[src/spdwp_params.svh]
// constants for the presence-detect write-protect controller
// assumes inclusion by the controller, synchroniser, checker and bench files
`ifndef SPDWP_PARAMS_SVH
`define SPDWP_PARAMS_SVH

// selector type codes, upper four bits of the selector byte
`define SPDWP_TYPE_MEM 4'ha
`define SPDWP_TYPE_PROT 4'h6
// chip-address field of set and clear protection commands
`define SPDWP_SET_CODE 3'h1
`define SPDWP_CLR_CODE 3'h3
// first address above the protectable lower area
`define SPDWP_LOWER_LIMIT 8'h80
// reset values and bits per byte
`define SPDWP_RST_ADDR 8'h00
`define SPDWP_RST_BYTE 8'h00
`define SPDWP_RST_CNT 4'h0
`define SPDWP_BITS_PER_BYTE 4'h8
// pin synchroniser width and bit positions
`define SPDWP_SYNC_W 7
`define SPDWP_SYNC_RST 7'h03 // clock and data wires idle high, no false edge after reset
`define SPDWP_PIN_SCL 0
`define SPDWP_PIN_SDA 1
`define SPDWP_PIN_WC 2
`define SPDWP_PIN_HV 3
`define SPDWP_PIN_A0 4
`define SPDWP_PIN_A2 6

`endif

[src/spdwp_pkg.sv]
// types shared by the write-protect controller
// assumes the params header sits in the same folder
package spdwp_pkg;
  typedef enum logic [2:0] {
    ST_LOAD, ST_IDLE, ST_RECV, ST_ACK, ST_SEND, ST_MACK, ST_IGNORE
  } spdwp_state_type;

  typedef enum logic [1:0] {PH_SEL, PH_ADDR, PH_DATA} spdwp_phase_type;

  typedef enum logic [1:0] {K_MEM, K_SET, K_CLR, K_PERM} spdwp_kind_type;
endpackage

[src/spdwp_ctrl.sv]
// two-wire slave front end with write-protection of the lower memory area
// assumes an array that takes byte strobes and reports its write cycle as busy
// Summary of operation
// - permanent protection: write-direction protection commands get no acknowledge at all
// - protected lower area: acknowledge selector and address, refuse data, no cycle
// - control pin low: set refused when protected, protection commands refused after permanent lock, lower-area data refused when protected, rest acknowledged
// - permanent protection: read-direction protection selectors get no acknowledge
// - read direction: selector acknowledged when allowed, address and data never
// - set makes lower area read-only; clear makes it writable again
// - permanent command accepted without high voltage on address pin zero
// - after permanent protection, no protection selector is ever acknowledged again
// - a refused data byte leaves the addressed location untouched
// - write cycle starts only on stop in the slot right after an acknowledge
`include "spdwp_params.svh"

module spdwp_ctrl (
  input wire logic clk, // system clock, 10 MHz
  input wire logic sys_rst, // synchronous reset, high
  input wire logic scl_in, // serial clock pin level
  input wire logic sda_in, // serial data pin level
  output logic sda_out, // serial data drive value
  output logic sda_oe, // serial data drive enable
  input wire logic write_control_pin, // high blocks writes
  input wire logic high_voltage_level, // high voltage seen on address pin zero
  input wire logic [2:0] chip_addr_pins, // chip address pins a2..a0
  input wire logic wr_busy, // internal write cycle in progress
  input wire logic nv_rev_prot, // stored reversible protection
  input wire logic nv_perm_prot, // stored permanent protection
  output logic nv_write, // pulse: program protection cells
  output logic nv_rev_out, // reversible value to program
  output logic nv_perm_out, // permanent value to program
  output logic mem_byte_valid, // pulse: accepted data byte
  output logic [7:0] mem_byte_addr, // address of accepted byte
  output logic [7:0] mem_byte_data, // accepted byte
  output logic mem_cycle_start, // pulse: start array write cycle
  output logic [7:0] mem_rd_addr, // current read address
  input wire logic [7:0] mem_rd_data // array byte at mem_rd_addr
);
  import spdwp_pkg::*;

  logic [`SPDWP_SYNC_W-1:0] lvl;
  logic scl_f, sda_f, wc_f, hv_f;
  logic [2:0] pins_f;
  logic scl_prev_q, sda_prev_q;
  logic scl_rise, scl_fall, bus_start, bus_stop;

  spdwp_pin_sync u_sync (
    .clk(clk),
    .sys_rst(sys_rst),
    .pins({chip_addr_pins, high_voltage_level, write_control_pin, sda_in, scl_in}),
    .level(lvl)
  );

  // filtered pin levels and bus events
  assign scl_f = lvl[`SPDWP_PIN_SCL];
  assign sda_f = lvl[`SPDWP_PIN_SDA];
  assign wc_f = lvl[`SPDWP_PIN_WC];
  assign hv_f = lvl[`SPDWP_PIN_HV];
  assign pins_f = lvl[`SPDWP_PIN_A2:`SPDWP_PIN_A0];
  assign scl_rise = scl_f & ~scl_prev_q;
  assign scl_fall = ~scl_f & scl_prev_q;
  assign bus_start = scl_f & scl_prev_q & sda_prev_q & ~sda_f;
  assign bus_stop = scl_f & scl_prev_q & ~sda_prev_q & sda_f;

  // acknowledge of the selector byte
  function automatic logic sel_ack(spdwp_kind_type k, logic rd, logic rev, logic perm);
    if (k == K_MEM) begin
      sel_ack = 1'b1;
    end else if (perm) begin
      sel_ack = 1'b0;
    end else if (k == K_SET && rev) begin
      sel_ack = 1'b0;
    end else begin
      sel_ack = 1'b1;
    end
  endfunction

  // acknowledge of a data byte in the write direction
  function automatic logic data_ack(spdwp_kind_type k, logic [7:0] a, logic wc,
                                    logic rev, logic perm);
    if (wc) begin
      data_ack = 1'b0;
    end else if (k == K_MEM) begin
      data_ack = !((a < `SPDWP_LOWER_LIMIT) && (rev || perm));
    end else begin
      data_ack = 1'b1;
    end
  endfunction

  spdwp_state_type state_q, state_d;
  spdwp_phase_type phase_q, phase_d;
  spdwp_kind_type kind_q, kind_d;
  logic [7:0] shift_q, shift_d, addr_q, addr_d;
  logic [3:0] cnt_q, cnt_d;
  logic rd_q, rd_d, ack_q, ack_d, pend_q, pend_d, slot10_q, slot10_d;
  logic rev_q, rev_d, perm_q, perm_d, oe_q, oe_d;
  logic nvw_q, nvw_d, byte_v_q, byte_v_d, cyc_q, cyc_d;
  logic [7:0] byte_a_q, byte_a_d, byte_q, byte_d;
  spdwp_kind_type k_new;

  // protocol engine next state
  always_comb begin
    state_d = state_q;
    phase_d = phase_q;
    kind_d = kind_q;
    shift_d = shift_q;
    addr_d = addr_q;
    cnt_d = cnt_q;
    rd_d = rd_q;
    ack_d = ack_q;
    pend_d = pend_q;
    slot10_d = slot10_q;
    rev_d = rev_q;
    perm_d = perm_q;
    oe_d = oe_q;
    nvw_d = 1'b0;
    byte_v_d = 1'b0;
    cyc_d = 1'b0;
    byte_a_d = byte_a_q;
    byte_d = byte_q;
    k_new = K_MEM;
    if (scl_fall) begin
      slot10_d = 1'b0; // next clock fall after the ack slot closes the tenth slot
    end
    if (state_q == ST_LOAD) begin
      rev_d = nv_rev_prot;
      perm_d = nv_perm_prot;
      state_d = ST_IDLE;
    end else if (wr_busy) begin
      state_d = ST_IDLE;
      oe_d = 1'b0;
      pend_d = 1'b0;
    end else if (bus_stop) begin
      if (slot10_q && pend_q) begin
        // commit only on stop in the tenth slot
        if (kind_q == K_MEM) begin
          cyc_d = 1'b1;
        end else begin
          nvw_d = 1'b1;
          if (kind_q == K_SET) begin
            rev_d = 1'b1;
          end else if (kind_q == K_CLR) begin
            rev_d = 1'b0;
          end else begin
            perm_d = 1'b1;
          end
        end
      end
      state_d = ST_IDLE;
      oe_d = 1'b0;
      pend_d = 1'b0;
    end else if (bus_start) begin
      state_d = ST_RECV;
      phase_d = PH_SEL;
      cnt_d = `SPDWP_RST_CNT;
      oe_d = 1'b0;
      pend_d = 1'b0;
    end else begin
      case (state_q)
        ST_RECV: begin
          if (scl_rise) begin
            shift_d = {shift_q[6:0], sda_f};
            cnt_d = cnt_q + 4'h1;
          end else if (scl_fall && cnt_q == `SPDWP_BITS_PER_BYTE) begin
            state_d = ST_ACK;
            if (phase_q == PH_SEL) begin
              rd_d = shift_q[0];
              if (shift_q[7:4] == `SPDWP_TYPE_MEM && shift_q[3:1] == pins_f) begin
                k_new = K_MEM;
              end else if (shift_q[7:4] != `SPDWP_TYPE_PROT) begin
                state_d = ST_IGNORE;
              end else if (shift_q[3:1] == `SPDWP_SET_CODE && hv_f) begin
                k_new = K_SET;
              end else if (shift_q[3:1] == `SPDWP_CLR_CODE && hv_f) begin
                k_new = K_CLR;
              end else if (shift_q[3:1] == pins_f) begin
                k_new = K_PERM; // no high voltage needed
              end else begin
                state_d = ST_IGNORE;
              end
              kind_d = k_new;
              ack_d = sel_ack(k_new, shift_q[0], rev_q, perm_q);
            end else if (phase_q == PH_ADDR) begin
              ack_d = 1'b1;
              addr_d = shift_q;
            end else begin
              ack_d = data_ack(kind_q, addr_q, wc_f, rev_q, perm_q);
              if (ack_d) begin
                pend_d = 1'b1;
                if (kind_q == K_MEM) begin
                  byte_v_d = 1'b1;
                  byte_a_d = addr_q;
                  byte_d = shift_q;
                  addr_d = {addr_q[7:4], addr_q[3:0] + 4'h1};
                end
              end else begin
                pend_d = 1'b0; // refused byte, no cycle
              end
            end
            if (state_d == ST_ACK) begin
              oe_d = ack_d;
            end
          end
        end
        ST_ACK: begin
          if (scl_fall) begin
            oe_d = 1'b0;
            cnt_d = `SPDWP_RST_CNT;
            slot10_d = ack_q;
            if (!ack_q) begin
              state_d = ST_IGNORE;
            end else if (phase_q == PH_SEL && rd_q) begin
              if (kind_q == K_MEM) begin
                state_d = ST_SEND;
                shift_d = mem_rd_data;
                oe_d = ~mem_rd_data[7];
              end else begin
                state_d = ST_IGNORE; // address and data slots unanswered
              end
            end else begin
              state_d = ST_RECV;
              phase_d = (phase_q == PH_SEL) ? PH_ADDR : PH_DATA;
            end
          end
        end
        ST_SEND: begin
          if (scl_rise) begin
            cnt_d = cnt_q + 4'h1;
          end else if (scl_fall) begin
            if (cnt_q == `SPDWP_BITS_PER_BYTE) begin
              oe_d = 1'b0;
              state_d = ST_MACK;
              addr_d = addr_q + 8'h01;
            end else begin
              shift_d = {shift_q[6:0], 1'b0};
              oe_d = ~shift_q[6];
            end
          end
        end
        ST_MACK: begin
          if (scl_rise) begin
            ack_d = ~sda_f;
          end else if (scl_fall) begin
            cnt_d = `SPDWP_RST_CNT;
            if (ack_q) begin
              state_d = ST_SEND;
              shift_d = mem_rd_data;
              oe_d = ~mem_rd_data[7];
            end else begin
              state_d = ST_IGNORE;
            end
          end
        end
        default: begin
          oe_d = 1'b0;
        end
      endcase
    end
  end

  // protocol engine registers
  always_ff @(posedge clk) begin
    if (sys_rst) begin
      state_q <= ST_LOAD;
      phase_q <= PH_SEL;
      kind_q <= K_MEM;
      shift_q <= `SPDWP_RST_BYTE;
      addr_q <= `SPDWP_RST_ADDR;
      cnt_q <= `SPDWP_RST_CNT;
      rd_q <= 1'b0;
      ack_q <= 1'b0;
      pend_q <= 1'b0;
      slot10_q <= 1'b0;
      rev_q <= 1'b0;
      perm_q <= 1'b0;
      oe_q <= 1'b0;
      nvw_q <= 1'b0;
      byte_v_q <= 1'b0;
      cyc_q <= 1'b0;
      byte_a_q <= `SPDWP_RST_ADDR;
      byte_q <= `SPDWP_RST_BYTE;
      scl_prev_q <= 1'b1;
      sda_prev_q <= 1'b1;
    end else begin
      state_q <= state_d;
      phase_q <= phase_d;
      kind_q <= kind_d;
      shift_q <= shift_d;
      addr_q <= addr_d;
      cnt_q <= cnt_d;
      rd_q <= rd_d;
      ack_q <= ack_d;
      pend_q <= pend_d;
      slot10_q <= slot10_d;
      rev_q <= rev_d;
      perm_q <= perm_d;
      oe_q <= oe_d;
      nvw_q <= nvw_d;
      byte_v_q <= byte_v_d;
      cyc_q <= cyc_d;
      byte_a_q <= byte_a_d;
      byte_q <= byte_d;
      scl_prev_q <= scl_f;
      sda_prev_q <= sda_f;
    end
  end

  // outputs straight from registers, data drive value tied low
  assign sda_out = 1'b0;
  assign sda_oe = oe_q;
  assign nv_write = nvw_q;
  assign nv_rev_out = rev_q;
  assign nv_perm_out = perm_q;
  assign mem_byte_valid = byte_v_q;
  assign mem_byte_addr = byte_a_q;
  assign mem_byte_data = byte_q;
  assign mem_cycle_start = cyc_q;
  assign mem_rd_addr = addr_q;
endmodule

[src/spdwp_pin_sync.sv]
// three-stage pin synchroniser with agreement filter
// assumes inputs are asynchronous to clk
`include "spdwp_params.svh"

module spdwp_pin_sync (
  input wire logic clk, // system clock
  input wire logic sys_rst, // synchronous reset, high
  input wire logic [`SPDWP_SYNC_W-1:0] pins, // raw pin levels
  output logic [`SPDWP_SYNC_W-1:0] level // filtered levels
);
  logic [`SPDWP_SYNC_W-1:0] s1_q, s2_q, s3_q, lvl_q, lvl_d;

  // accept a change only once stages two and three agree
  always_comb begin
    lvl_d = lvl_q;
    for (int i = 0; i < `SPDWP_SYNC_W; i++) begin
      if (s2_q[i] == s3_q[i]) begin
        lvl_d[i] = s3_q[i];
      end
    end
  end

  // synchroniser chain and filtered value
  always_ff @(posedge clk) begin
    if (sys_rst) begin
      s1_q <= `SPDWP_SYNC_RST;
      s2_q <= `SPDWP_SYNC_RST;
      s3_q <= `SPDWP_SYNC_RST;
      lvl_q <= `SPDWP_SYNC_RST;
    end else begin
      s1_q <= pins;
      s2_q <= s1_q;
      s3_q <= s2_q;
      lvl_q <= lvl_d;
    end
  end

  assign level = lvl_q;
endmodule

[config.mk]
export PLATFORM = sky130hd
export DESIGN_NAME = spdwp_ctrl
export DESIGN_NICKNAME = d
export VERILOG_FILES = /design/src/spdwp_pkg.sv /design/src/spdwp_ctrl.sv /design/src/spdwp_pin_sync.sv
export VERILOG_INCLUDE_DIRS = /design/src
export SDC_FILE = /design/constraint.sdc
export NUM_CORES = 1
export LEC_CHECK = 0
export ABC_AREA = 0
export BUFFER_PORTS_ARGS = -buffer_cell sky130_fd_sc_hd__buf_2
export CAP_MARGIN = 20
export CELL_PAD_IN_SITES_DETAIL_PLACEMENT = 1
export CELL_PAD_IN_SITES_GLOBAL_PLACEMENT = 1
export CORE_MARGIN = 4
export CORE_UTILIZATION = 45
export CTS_CLUSTER_DIAMETER = 80
export CTS_CLUSTER_SIZE = 12
export DETAILED_ROUTE_END_ITERATION = 8
export GPL_TIMING_DRIVEN = 0
export PLACE_DENSITY_LB_ADDON = 0.1
export SYNTH_ARGS = -nofsm -noshare
export SYNTH_HDL_FRONTEND = slang
export SYNTH_SLANG_ARGS = --single-unit
[constraint.sdc]
create_clock -name clk -period 4.9 [get_ports clk]
set_input_delay 0.49 -clock clk [delete_from_list [all_inputs] [get_ports clk]]
set_output_delay 0.49 -clock clk [all_outputs]
set_load 0.05 [all_outputs]
==> impl_metrics.json <==
{
  "status": "finished, final reports clean",
  "multi_input_area_um2": 2070,
  "clock_path_buffers": 2,
  "r2r_end": "phase_q[0]$_SDFFE_PP0P_",
  "fin_crit_ns": 2.76,
  "worstMarginPinSlew_ns": 0.705,
  "antenna_cells": 0,
  "avgSynthCellArea_um2": 8.62,
  "cts_setup_buffers": 0,
  "cts.sinks": 83,
  "synth_cells": 448,
  "p_sw_share_pct": 27.8,
  "clk_pin_slew_worst_paths_ns": 0.10,
  "maxSlewHeadroom_pct": 52.6,
  "synth_top_area_share_pct": 43.0,
  "cp-end-kind": "flop",
  "ff2ff_path_depth": 7,
  "area_delta_synth_final_pct": 14.9,
  "grt_pass1_vias": 3589,
  "place_congestion": 0.885,
  "wl_mm": 11.2,
  "setup_viol": 0,
  "die_h_um": 101,
  "hold_buffers": 0,
  "ys_ff_latch": 83,
  "ir_drop_v": 0.000214,
  "port-buffer-count": 48,
  "ant_nets": 0,
  "synth_edf_count": 0,
  "hold_viol": 0,
  "hp-class": "input port to flop",
  "fin_nets": 531,
  "p_comb_share_pct": 5.1,
  "wl_per_cell_um": 18.1,
  "crit_fanout": 10,
  "core_area_um2": 8300,
  "cts-htree-levels": 3,
  "p_clk_share_pct": 40.1,
  "setup_tns_ns": 0,
  "cp.arrival_ns": 3.06,
  "clk_latency_ns": 0.37,
  "grt_max_degree": 19,
  "cts_tree": "yes",
  "r2r-start": "state_q[2]$_SDFFE_PP0P_",
  "r2r_slack_ns": 2.14,
  "ys_seq_area_share_pct": 43.0,
  "pin_count": 51,
  "required_ns": 5.19,
  "ctsResizeCount": 0,
  "synth_largest_area_cell": "dfxtp_1",
  "root_buffer": "clkbuf_8",
  "dp.final_hpwl_mm": 8.17,
  "grt_pass1_wl_mm": 18.1,
  "antenna_found_initial": 0,
  "route.detailed.drc": 0,
  "p_per_area_nw_per_um2": 283,
  "netlist_top_cells_area": "dfxtp_1 43%, mux2i_1 6.7%, nor2_1 5.0%, a21oi_1 4.1%, nor2b_1 3.9%",
  "initial_core_util_pct": 46.6,
  "drt_pass1_iterations": 4,
  "max_freq_ghz": 0.362,
  "internal_power_mw": 0.907,
  "power_mw": 1.26,
  "die-width_um": 101,
  "p_seq_share_pct": 54.8,
  "drive_above_1_share_pct": 16.8,
  "post-route-period-util_pct": 56.4,
  "critPathCapture": "phase_q[0]$_SDFFE_PP0P_",
  "cap_violations": 0,
  "leakage_nw": 1.93,
  "switchingPower_mw": 0.350,
  "setup_slack_ns": 2.14,
  "grt-ovfl-total": 0,
  "fin_skew_ns": 0.0136,
  "synth.distinct_cells": 60,
  "slew_viol_final": 0,
  "rsz0062_at_grt": "false",
  "synth_nets": 471,
  "syn_area_um2": 3860,
  "fillers": 1025,
  "ys.flop_type": "dfxtp_1",
  "die-area_um2": 10100,
  "initialDrtViolationCount": 117,
  "num_rows": 33,
  "ys_warn_count": 0,
  "crit_start": "state_q[2]$_SDFFE_PP0P_",
  "ys_async_sr_fraction_pct": 0,
  "vias_per_cell": 5.65,
  "numCtsBuffers": 9,
  "grt_usage_pct": 22.9,
  "via_count": 3491,
  "pre_cts_ws_ns": 2.24,
  "ff_latch_area_um2": 1660,
  "worstSetupPathType": "flop to flop",
  "worst_setup_path_start_kind": "flop"
}
==> cells in the mapped netlist (6+ instances only) <==
cell and instances:
nand2_1 36, nor2_1 51, nor3_1 9, nand2b_1 6, nand3_1 8, dfxtp_1 83, or2_2 9, nor2b_1 24
a211oi_1 8, xor2_1 7, a21oi_1 32, o21ai_0 21, inv_1 7, mux2i_1 26, clkbuf_1 20, nor4_1 6
==> layout make-up <==
type	instances	share of cell area (%)
well taps	105	2.96
repair buffers	49	5.52
inverters	7	0.592
plain buffers	27	2.45
flip-flops and latches	83	37.4
clock buffers	9	2.79
clock inverters	7	1.72
multi-input cells	331	46.5
==> critical path: stages, from the launching register on <==
cell and delay (ns):
dfxtp_1 0.44, clkbuf_1 0.38, nor3_1 0.14, buf_2 0.20
nor3_1 0.60, nand4_1 0.26, or4_1 0.54, a21oi_1 0.13
==> flip-flops by register name, indices dropped and copies added, names as in the netlist, 2 cells and up, named ones only <==
signal,count
cnt_q,4
kind_q,2
mem_byte_addr,8
mem_byte_data,8
mem_rd_addr,8
phase_q,2
shift_q,8
state_q,3
u_sync.level,7
u_sync.s1_q,7
u_sync.s2_q,7
u_sync.s3_q,7
==> routing by layer <==
layer | wire length [µm] | global-route usage (%) | vias to the layer above | share of wire (%)
li1 | - | - | 1706 | -
met1 | 5140 | 29.7 | 1700 | 46
met2 | 5450 | 39.0 | 75 | 49
met3 | 458 | 3.25 | 10 | 4.1
met4 | 147 | 7.56 | 0 | 1.3
met5 | 0 | 0 | - | 0
==> placed cells by master, fill, tap and decap left out, types with 20 or more instances in the layout <==
cell and instances:
dfxtp_1 83, buf_2 52, nor2_1 51, nand2_1 36, a21oi_1 32, mux2i_1 26
nor2b_1 24, o21ai_0 21, clkbuf_1 20
==> power groups by stage <==
stage / Combinational, mW / Clock, mW / Sequential, mW
after floorplan: 0.0350 / 0 / 0.707
after global placement: 0.0616 / 0 / 0.704
after detailed placement: 0.0634 / 0 / 0.705
after CTS: 0.0638 / 0.518 / 0.689
after global routing: 0.0708 / 0.547 / 0.691
final: 0.0637 / 0.505 / 0.689
==> cells by family (layout without fill, tap and decap cells) <==
| kind of cell | count (synthesis) | count (layout) | share of synthesized area, % |
|---|---|---|---|
| AOI/OAI and AO/OA | 100 | 100 | 17.1 |
| other | 1 | 1 | 0.0971 |
| muxes | 28 | 28 | 7.42 |
| adders and majority gates | 3 | 3 | 0.972 |
| DFF | 83 | 83 | 43.0 |
| and+or+nand+nor | 188 | 188 | 25.4 |
| xor gates and xnor gates | 11 | 11 | 2.49 |
| buffers and inverters | 34 | 99 | 3.50 |
==> worst min path at each step <==
stage | start | end | slack, ns | depth (start not counted)
floorplan | u_sync.s1_q[0]$_SDFF_PP1_ | u_sync.s2_q[0]$_SDFF_PP1_ | 0.39 | 1
global placement | u_sync.s1_q[0]$_SDFF_PP1_ | u_sync.s2_q[0]$_SDFF_PP1_ | 0.40 | 1
detailed placement | u_sync.s1_q[0]$_SDFF_PP1_ | u_sync.s2_q[0]$_SDFF_PP1_ | 0.40 | 1
CTS | scl_in | u_sync.s1_q[0]$_SDFF_PP1_ | 0.30 | 2
global route | sda_in | u_sync.s1_q[1]$_SDFF_PP1_ | 0.31 | 2
finish | scl_in | u_sync.s1_q[0]$_SDFF_PP1_ | 0.32 | 2
==> through the flow <==
step / cells / cell area [µm²] / utilization [%] / hold WS, ns
2_1_floorplan: 448 / 3860 / - / 0.389
3_3_place_gp: 601 / 4240 / 51.0 / 0.397
3_5_place_dp: 601 / 4240 / 51.0 / 0.397
4_1_cts: 617 / 4440 / 53.4 / 0.302
5_1_grt: 618 / 4440 / 53.5 / 0.315
6_report: 618 / 4440 / 53.5 / 0.315
Power figures use the tool's default switching activity.
